[src/rtl/mss_pkg.sv]
// shared constants and carrier types of the motion sensor serial port
package mss_pkg;
    // serial register addresses
    localparam logic [6:0] MSS_A_MOTION = 7'h02;
    localparam logic [6:0] MSS_A_DX = 7'h03;
    localparam logic [6:0] MSS_A_DY = 7'h04;
    localparam logic [6:0] MSS_A_PEAK = 7'h08;
    localparam logic [6:0] MSS_A_BURST = 7'h42;
    localparam logic [2:0] MSS_BURST_LAST = 3'h6;
    localparam int MSS_DIR_BIT = 7;
    localparam int MSS_MOTION_BIT = 7;
    // local register port offsets and reset values
    localparam logic [3:0] MSS_L_CTRL = 4'h0;
    localparam logic [3:0] MSS_L_STATUS = 4'h1;
    localparam logic MSS_CTRL_RST = 1'b1;
    // timing
    localparam int MSS_CLK_HZ = 25_000_000;
    localparam int MSS_TICK_US = 100;
    localparam int MSS_TICK_CYCLES = MSS_CLK_HZ / 1_000_000 * MSS_TICK_US;
    localparam int MSS_REST1_DOWN_US = 237_000;
    localparam int MSS_REST2_DOWN_US = 8_400_000;
    localparam int MSS_REST3_DOWN_US = 504_000_000;
    localparam int MSS_RESP1_US = 16_500;
    localparam int MSS_RESP2_US = 82_000;
    localparam int MSS_RESP3_US = 410_000;
    localparam int MSS_REST1_DOWN_TICKS = MSS_REST1_DOWN_US / MSS_TICK_US;
    localparam int MSS_REST2_DOWN_TICKS = MSS_REST2_DOWN_US / MSS_TICK_US;
    localparam int MSS_REST3_DOWN_TICKS = MSS_REST3_DOWN_US / MSS_TICK_US;
    localparam int MSS_RESP1_TICKS = MSS_RESP1_US / MSS_TICK_US;
    localparam int MSS_RESP2_TICKS = MSS_RESP2_US / MSS_TICK_US;
    localparam int MSS_RESP3_TICKS = MSS_RESP3_US / MSS_TICK_US;
    localparam int MSS_RUN_TICKS = 1;

    typedef enum logic [1:0] {MSS_RUN, MSS_REST1, MSS_REST2, MSS_REST3} mss_mode_t;

    // serial pins as seen by the sensor
    typedef struct packed {
        logic port_select_low;
        logic sclk;
        logic mosi;
    } mss_pins_t;

    // one frame result from the image core
    typedef struct packed {
        logic [7:0] dx;
        logic [7:0] dy;
        logic [7:0] surface_quality;
        logic [15:0] shutter;
        logic [7:0] peak;
    } mss_frame_t;
endpackage

[src/rtl/mss_sync.sv]
// two flip-flop synchroniser for asynchronous inputs
`timescale 1ns/1ns
`default_nettype none
module mss_sync #(
    parameter int W = 1,
    parameter logic [W-1:0] RST = '0
) (
    input wire logic clk,
    input wire logic rst_b,
    input wire logic [W-1:0] d,
    output logic [W-1:0] q
);
    logic [W-1:0] meta;

    // first stage feeds only the second
    always_ff @(posedge clk or negedge rst_b) begin
        if (!rst_b) begin
            meta <= RST;
            q <= RST;
        end else begin
            meta <= d;
            q <= meta;
        end
    end
endmodule
`default_nettype wire

[src/rtl/mss_regfile.sv]
// byte register store with registered read data
`timescale 1ns/1ns
`default_nettype none
module mss_regfile #(
    parameter int AW = 7
) (
    input wire logic clk,
    input wire logic we,
    input wire logic [AW-1:0] waddr,
    input wire logic [7:0] wdata,
    input wire logic [AW-1:0] raddr,
    output logic [7:0] rdata
);
    logic [7:0] mem [0:(1<<AW)-1];

    // no reset: contents are undefined until software writes them
    always_ff @(posedge clk) begin
        if (we) begin
            mem[waddr] <= wdata;
        end
        rdata <= mem[raddr];
    end
endmodule
`default_nettype wire

[src/rtl/mss_port.sv]
// serial slave port, motion pin and rest mode stepping of the motion sensor
//
// Behaviour
// - master starts transfers and supplies clock
// - select high: ignore inputs, output tristated
// - port enabled only after select low
// - select high aborts and resets port
// - burst ends only by raising select
// - write: address byte msb 1, data
// - input sampled on rising clock edges
// - read: address msb 0, sensor returns data
// - read data changes on falling edges
// - each output bit held until next fall
// - motion pin low while motion flag set
// - flag cleared by delta reads or write
// - three rest modes by idle time
// - each rest mode own polling period
// - laser flashed only per acquisition
// - burst returns seven motion bytes in order
// - burst may end after x displacement
// - motion 0x02, deltas 0x03 and 0x04
`timescale 1ns/1ns
`default_nettype none
module mss_port #(
    parameter int REST1_DOWN_TICKS = mss_pkg::MSS_REST1_DOWN_TICKS,
    parameter int REST2_DOWN_TICKS = mss_pkg::MSS_REST2_DOWN_TICKS,
    parameter int REST3_DOWN_TICKS = mss_pkg::MSS_REST3_DOWN_TICKS
) (
    input wire logic clk,
    input wire logic rst_b,
    input wire mss_pkg::mss_pins_t pins,
    output logic miso,
    output logic miso_oe,
    output logic motion_n,
    input wire mss_pkg::mss_frame_t frame,
    input wire logic frame_valid,
    output logic laser_flash,
    output mss_pkg::mss_mode_t power_mode,
    input wire logic [3:0] loc_addr,
    input wire logic [7:0] loc_wdata,
    input wire logic loc_wr,
    input wire logic loc_rd,
    output logic [7:0] loc_rdata
);
    import mss_pkg::*;

    typedef enum logic [2:0] {ST_IDLE, ST_ADDR, ST_WDATA, ST_LOAD, ST_RDATA, ST_LOCK} mss_st_t;

    ////////////////////////////////////////////////////////////////////////
    // pin synchronisation and clock edge detection
    mss_pins_t s_pins;
    logic sclk_d;
    mss_sync #(.W(3), .RST(3'b110)) u_sync (
        .clk(clk),
        .rst_b(rst_b),
        .d(pins),
        .q(s_pins)
    );
    wire logic s_ncs = s_pins.port_select_low;
    wire logic sclk_rise = s_pins.sclk & ~sclk_d;
    wire logic sclk_fall = ~s_pins.sclk & sclk_d;

    always_ff @(posedge clk or negedge rst_b) begin
        if (!rst_b) sclk_d <= 1'b1;
        else sclk_d <= s_pins.sclk;
    end

    ////////////////////////////////////////////////////////////////////////
    // serial engine state
    mss_st_t state;
    logic [7:0] shreg;
    logic [7:0] cmd;
    logic [2:0] bit_cnt;
    logic burst;
    logic [2:0] burst_idx;
    logic load_wait;
    logic motion_flag;
    logic [7:0] dx_acc;
    logic [7:0] dy_acc;
    mss_frame_t last;
    logic [7:0] rf_rdata;

    // byte boundaries; address bits arrive msb first
    wire logic byte_done = sclk_rise && bit_cnt == 3'h7;
    wire logic [7:0] in_byte = {shreg[6:0], s_pins.mosi};
    wire logic load_go = state == ST_LOAD && load_wait;
    // burst walks the consecutive motion addresses
    wire logic [6:0] ld_addr = burst ? MSS_A_MOTION + {4'h0, burst_idx} : cmd[6:0];
    wire logic live = ld_addr >= MSS_A_MOTION && ld_addr <= MSS_A_PEAK;
    // motion flag sits in the top bit of the motion register
    wire logic [7:0] motion_byte = 8'(motion_flag) << MSS_MOTION_BIT;
    wire logic [7:0] live_byte =
        ld_addr == MSS_A_MOTION ? motion_byte :
        ld_addr == MSS_A_DX ? dx_acc :
        ld_addr == MSS_A_DY ? dy_acc :
        ld_addr == MSS_A_DY + 7'h1 ? last.surface_quality :
        ld_addr == MSS_A_DY + 7'h2 ? last.shutter[15:8] :
        ld_addr == MSS_A_DY + 7'h3 ? last.shutter[7:0] : last.peak;
    wire logic rd_dx = load_go && ld_addr == MSS_A_DX;
    wire logic rd_dy = load_go && ld_addr == MSS_A_DY;
    wire logic rf_we = state == ST_WDATA && byte_done && !s_ncs;
    wire logic motion_wr = rf_we && cmd[6:0] == MSS_A_MOTION;

    mss_regfile #(.AW(7)) u_rf (
        .clk(clk),
        .we(rf_we),
        .waddr(cmd[6:0]),
        .wdata(in_byte),
        .raddr(ld_addr),
        .rdata(rf_rdata)
    );

    // select high resets the engine state and counters at once; shreg, cmd and miso keep their values
    always_ff @(posedge clk or negedge rst_b) begin
        if (!rst_b) begin
            state <= ST_IDLE;
            bit_cnt <= 3'h0;
            burst <= 1'b0;
            burst_idx <= 3'h0;
            load_wait <= 1'b0;
        end else if (s_ncs) begin
            state <= ST_IDLE;
            bit_cnt <= 3'h0;
            burst <= 1'b0;
            burst_idx <= 3'h0;
            load_wait <= 1'b0;
        end else begin
            if (sclk_rise) bit_cnt <= bit_cnt + 3'h1;
            load_wait <= state == ST_LOAD && !load_wait;
            case (state)
                ST_IDLE: state <= ST_ADDR;
                ST_ADDR: if (byte_done) begin
                    if (in_byte[MSS_DIR_BIT]) state <= ST_WDATA;
                    else state <= ST_LOAD;
                    burst <= in_byte[6:0] == MSS_A_BURST;
                end
                ST_WDATA: if (byte_done) state <= ST_ADDR;
                ST_LOAD: if (load_wait) state <= ST_RDATA;
                ST_RDATA: if (byte_done) begin
                    if (!burst) state <= ST_ADDR;
                    else if (burst_idx == MSS_BURST_LAST) state <= ST_LOCK;
                    else begin
                        burst_idx <= burst_idx + 3'h1;
                        state <= ST_LOAD;
                    end
                end
                ST_LOCK: state <= ST_LOCK;
                default: state <= ST_IDLE;
            endcase
        end
    end

    // shifting: in on rising edges, out on falling edges
    always_ff @(posedge clk or negedge rst_b) begin
        if (!rst_b) begin
            shreg <= 8'h00;
            cmd <= 8'h00;
            miso <= 1'b0;
            miso_oe <= 1'b0;
        end else if (s_ncs) begin
            miso_oe <= 1'b0;
        end else if (load_go) begin
            shreg <= live ? live_byte : rf_rdata;
            miso_oe <= 1'b1;
        end else if (state == ST_RDATA) begin
            if (sclk_fall) begin
                miso <= shreg[7];
                shreg <= {shreg[6:0], 1'b0};
            end
        end else if (sclk_rise && (state == ST_ADDR || state == ST_WDATA)) begin
            shreg <= in_byte;
            if (state == ST_ADDR && bit_cnt == 3'h7) cmd <= in_byte;
        end
    end

    ////////////////////////////////////////////////////////////////////////
    // displacement accumulation and motion flag
    logic x_seen;
    logic y_seen;
    wire logic new_motion = frame_valid && (frame.dx != 8'h00 || frame.dy != 8'h00);
    wire logic both_read = (x_seen || rd_dx) && (y_seen || rd_dy);
    wire logic flag_clr = both_read || motion_wr;

    // a read clears the delta but a same-cycle frame still lands
    always_ff @(posedge clk or negedge rst_b) begin
        if (!rst_b) begin
            dx_acc <= 8'h00;
            dy_acc <= 8'h00;
            last <= '0;
        end else begin
            if (frame_valid) last <= frame;
            if (frame_valid) dx_acc <= (rd_dx ? 8'h00 : dx_acc) + frame.dx;
            else if (rd_dx) dx_acc <= 8'h00;
            if (frame_valid) dy_acc <= (rd_dy ? 8'h00 : dy_acc) + frame.dy;
            else if (rd_dy) dy_acc <= 8'h00;
        end
    end

    // set wins over clear so fresh motion is never lost
    always_ff @(posedge clk or negedge rst_b) begin
        if (!rst_b) begin
            motion_flag <= 1'b0;
            x_seen <= 1'b0;
            y_seen <= 1'b0;
            motion_n <= 1'b1;
        end else begin
            if (new_motion) motion_flag <= 1'b1;
            else if (flag_clr) motion_flag <= 1'b0;
            // fresh motion re-arms both reads so a stale read cannot clear it
            x_seen <= !flag_clr && !new_motion && (x_seen || rd_dx);
            y_seen <= !flag_clr && !new_motion && (y_seen || rd_dy);
            motion_n <= !motion_flag;
        end
    end

    ////////////////////////////////////////////////////////////////////////
    // rest mode stepping and acquisition pacing
    logic ps_en;
    logic [11:0] prescale;
    logic [31:0] idle_ticks;
    logic [31:0] poll_cnt;
    wire logic tick = prescale == 12'(MSS_TICK_CYCLES - 1);
    wire mss_mode_t next_mode =
        !ps_en ? MSS_RUN :
        idle_ticks >= 32'(REST3_DOWN_TICKS) ? MSS_REST3 :
        idle_ticks >= 32'(REST2_DOWN_TICKS) ? MSS_REST2 :
        idle_ticks >= 32'(REST1_DOWN_TICKS) ? MSS_REST1 : MSS_RUN;
    wire logic [31:0] poll_period =
        power_mode == MSS_REST1 ? 32'(MSS_RESP1_TICKS) :
        power_mode == MSS_REST2 ? 32'(MSS_RESP2_TICKS) :
        power_mode == MSS_REST3 ? 32'(MSS_RESP3_TICKS) : 32'(MSS_RUN_TICKS);
    wire logic poll_due = tick && poll_cnt >= poll_period - 32'h1;

    // motion restarts the idle count and returns to full rate
    always_ff @(posedge clk or negedge rst_b) begin
        if (!rst_b) begin
            prescale <= 12'h000;
            idle_ticks <= 32'h0;
            poll_cnt <= 32'h0;
            power_mode <= MSS_RUN;
            laser_flash <= 1'b0;
        end else begin
            prescale <= tick ? 12'h000 : prescale + 12'h001;
            if (new_motion) idle_ticks <= 32'h0;
            else if (tick && idle_ticks != 32'hFFFF_FFFF) idle_ticks <= idle_ticks + 32'h1;
            power_mode <= new_motion ? MSS_RUN : next_mode;
            if (poll_due) poll_cnt <= 32'h0;
            else if (tick) poll_cnt <= poll_cnt + 32'h1;
            laser_flash <= poll_due;
        end
    end

    ////////////////////////////////////////////////////////////////////////
    // local register port: control and status
    always_ff @(posedge clk or negedge rst_b) begin
        if (!rst_b) begin
            ps_en <= MSS_CTRL_RST;
            loc_rdata <= 8'h00;
        end else begin
            if (loc_wr && loc_addr == MSS_L_CTRL) ps_en <= loc_wdata[0];
            if (!loc_rd) loc_rdata <= 8'h00;
            else if (loc_addr == MSS_L_CTRL) loc_rdata <= {7'h00, ps_en};
            else if (loc_addr == MSS_L_STATUS) loc_rdata <= {5'h00, state == ST_LOCK, power_mode};
            else loc_rdata <= 8'h00;
        end
    end
endmodule
`default_nettype wire

[config.mk]
export PLATFORM = sky130hd
export DESIGN_NAME = mss_port
export DESIGN_NICKNAME = d
export VERILOG_FILES = /design/src/rtl/mss_pkg.sv /design/src/rtl/mss_sync.sv /design/src/rtl/mss_regfile.sv /design/src/rtl/mss_port.sv
export SDC_FILE = /design/constraint.sdc
export NUM_CORES = 1
export LEC_CHECK = 0
export BUFFER_PORTS_ARGS = -buffer_cell sky130_fd_sc_hd__buf_2
export CELL_PAD_IN_SITES_DETAIL_PLACEMENT = 1
export CELL_PAD_IN_SITES_GLOBAL_PLACEMENT = 1
export CORE_UTILIZATION = 50
export CTS_CLUSTER_SIZE = 30
export DETAILED_ROUTE_END_ITERATION = 8
export GPL_TIMING_DRIVEN = 0
export PLACE_DENSITY = 0.75
export SKIP_CTS_REPAIR_TIMING = 1
export SLEW_MARGIN = 20
export SYNTH_ARGS = -nofsm -noshare
export SYNTH_HDL_FRONTEND = slang
export SYNTH_HIERARCHICAL = 1
export SYNTH_SLANG_ARGS = --single-unit
[constraint.sdc]
create_clock -name clk -period 3.63 [get_ports clk]
set_input_delay 0.1815 -clock clk [delete_from_list [all_inputs] [get_ports clk]]
set_output_delay 0.1815 -clock clk [all_outputs]
set_load 0.05 [all_outputs]
==> metrics <==
status finished with violations; violated checks setup timing; share of cells above drive strength 1 30.8%; Final nets around 3000; clock root cell clkbuf_16; vias in the first global route 28300; Hold Crit Start frame[33]; via/cell ratio 6.37; WL/cell 31.7 microns; asr flop ratio synth 14.1%; IO buf count 68; Min-Delay Endpoint dy_acc[1]; first-pass GRT wire length 194 mm; Logic pwr share 5.8%; RSZ-0062 raised after global routing true; number of synthesized flops with an enable pin 1024; width of the die 316 microns; pins over their slew limit 0; htree depth 3; synth top area cells edfxtp_1, mux4_2, dfrtp_1; Final Cell Area 57800 sq um; final std cells w/o fill ~4300; CTS Sinks 1202; post-route setup slack -0.253 ns; Die ar. 99900 sq um; Rel. slew slack 25.6%; GPL Wtd Cong 0.860; CTS tree built; dpl cell area 51800 sq um; Arrival @ worst endpoint 4.41 ns; cell taking the most area after synthesis edfxtp_1; boundary pin count 82; row cnt 114; WP data required 4.16 ns; starting density of the core 50.8%; Min-Delay Path Class in2reg; Tot GR Track Use 27.0%; Post-Syn Area 49300 sq um; dpl ws -1.51 ns; worst vdd rail ir drop 0.459 mV; crit path from cmd[5]; Distinct cells, synth between 70 and 80; largest net degree at the start of global routing 98; share of the synthesized area in the top cell type roughly 62%; CTS buffer count 116; Core Footprint approximately 97000 sq um; antenna cells 0; routed wire length approximately 140 mm; Worst-path clk slew about 0.06 ns; R2R Setup Slk -0.25 ns; Residual DRC 0; placed cells approximately 4000; sequential share of power 53.0%; Cell Pwr Density 525 nW/um^2; Critical Path End Type flip-flop; Seq cells post-synth approximately 1200; clock skew ~0.055 ns; Critical Path Fanout Max 12; Final ANT Viol Nets 0; Clk pwr share ~40%; Fin. Hold Viols 0; Mapped Cells 2661; CP Launch Type flip-flop; Pint 23.5 mW; drt pass-1 iters 5; Reg-to-Reg End dy_acc[6]; Switching Share 22.5%; Tcrit/Tclk final 107%; worst-margin pin slew around 1.1 ns; Finish-stage setup viols 22; switching power of the nets 6.85 mW; Most used DFF post-synth edfxtp_1; Tmin final 3.88 ns; crit path kind reg2reg; Reg2Reg Depth 13; Seq/Total Area, Yosys between 70% and 80%; worst skew pair latency between 0.7 and 0.8 ns; Ys Warns 6; antenna violations before repair 3; Post-DP HPWL 88.2 mm; Avg Cell Area, Syn between 15 and 20 sq um; Critical R2R Launch cmd[5]; Max Cap Viol 0; detailed-route via count between 20000 and 30000; Fmax achieved 258 MHz; post-layout util 59.5%; leakage 18.5 nW; Power, Total 30.4 mW; CTS max path bufs 3; Iteration-0 DRC Markers ~3000; synth-to-layout area growth 17.2%; gr ovfl total 0; die height 316 microns; Cells on Worst Hold Path 4
cell type report:
cell class,instances,area [sq um]
plain buffers,131,1040
fillers,8387,39300
multi-input cells,1286,14300
repair buffers,160,1520
clock inverters,73,836
well taps,1276,1600
flip-flops and latches,1202,35200
clock buffers,147,3130
inverters,44,168
per-layer routing:
layer / routed length [microns] / vias up / GRT usage (%) / share of wire (%)
li1: - / 11200 / - / -
met1: 52400 / 14700 / 36.7 / 38
met2: 68200 / 1354 / 44.6 / 50
met3: 11000 / 280 / 4.70 / 8.1
met4: 5450 / 0 / 8.82 / 4.0
met5: 0 / - / 0 / 0
worst max-delay path, cell delays in order, from the launching register on:
cell and delay (ns):
dfrtp_2 0.54, or4_4 0.61, o31a_4 0.42, or3_4 0.48, and2_1 0.20, ha_1 0.24
inv_1 0.09, fa_1 0.22, nor2b_1 0.08, o21ai_2 0.15, a21boi_1 0.12, o21ai_1 0.19
mux2i_1 0.23, o221ai_1 0.14
metrics by stage:
step,TNS (ns),hold slack [ns]
after floorplan,0,-0.114
after global placement,-1677.69,0.291
after detailed placement,-921.60,0.236
after CTS,-940.62,-0.530
after global routing,-28.46,0.000902
final,-1.48,0.0126
cells in the mapped netlist, drive strengths merged, types with 3 or more instances:
cell type  instances
o31ai              9
nand2b             8
xor2              26
a211oi             8
xnor2             45
nand4             21
or2                3
mux2i             10
nor4b              6
mux2              60
a21boi             3
or3                7
o22ai              8
nor3              40
edfxtp          1024
nor2             250
dfrtp            163
and4              12
o311ai             4
nand3b             4
inv               44
ha                40
o21ai             42
and3              13
a21oi             39
dfxtp              8
nand4b             3
nor4              16
nand2            109
o211ai            13
mux4             336
dfstp              7
o21a               3
and2              11
nand3             53
a21o               3
or4                5
nor3b              8
buf               53
a31oi              5
nor2b             23
clkbuf            82
cells by family after synthesis:
| logic type | count (synthesis) | synth area share, % |
|---|---|---|
| AO/OA/AOI/OAI | 164 | 2.17 |
| adder cells (fa/ha/maj) | 42 | 1.10 |
| other | 2 | 0.0152 |
| multiplexers | 406 | 16.9 |
| AND/OR/NAND/NOR | 595 | 5.68 |
| XOR/XNOR | 71 | 1.26 |
| buffers and inverters | 179 | 1.55 |
| flip-flops | 1202 | 71.3 |
state kept, by name (all words and copies together) (netlist names), 2 cells and up:
register,count
idle_ticks,32
u_rf/mem,1024
u_sync/meta,3
u_rf/rdata,8
poll_cnt,32
loc_rdata,3
state,3
last,32
burst_idx,3
dx_acc,8
cmd,7
power_mode,2
u_sync/q,3
dy_acc,8
bit_cnt,3
shreg,8
prescale,12
power groups by stage:
stage	logic, mW	registers [mW]	clock network, mW
final	1.76	16.1	12.5
after global routing	1.91	16.1	13.1
after CTS	1.66	16.1	12.6
after detailed placement	1.63	16.4	0
after global placement	0.899	17.0	0
after floorplan	0.708	16.4	0
cell usage in the layout, fill, tap and decap left out, drive strengths merged, types with 26 or more instances in the layout:
| cell | count |
|---|---|
| inv | 46 |
| dfrtp | 163 |
| nand2 | 109 |
| mux4 | 336 |
| xnor2 | 45 |
| buf | 186 |
| nand3 | 53 |
| nor2 | 250 |
| mux2 | 60 |
| clkinv | 52 |
| edfxtp | 1024 |
| o21ai | 42 |
| ha | 40 |
| a21oi | 39 |
| clkbuf | 204 |
| nor3 | 40 |
| dlygate4sd3 | 48 |
| xor2 | 26 |
worst max-delay path by stage:
| stage | to | slack, ns |
|---|---|---|
| floorplan | u_rf/rdata[0] | 0.09 |
| global placement | u_rf/rdata[2] | -1.63 |
| detailed placement | u_rf/rdata[1] | -1.51 |
| CTS | u_rf/rdata[1] | -1.57 |
| global route | dy_acc[7] | -0.36 |
| finish | dy_acc[6] | -0.25 |
Note: power is estimated with default switching activity, not from simulation.
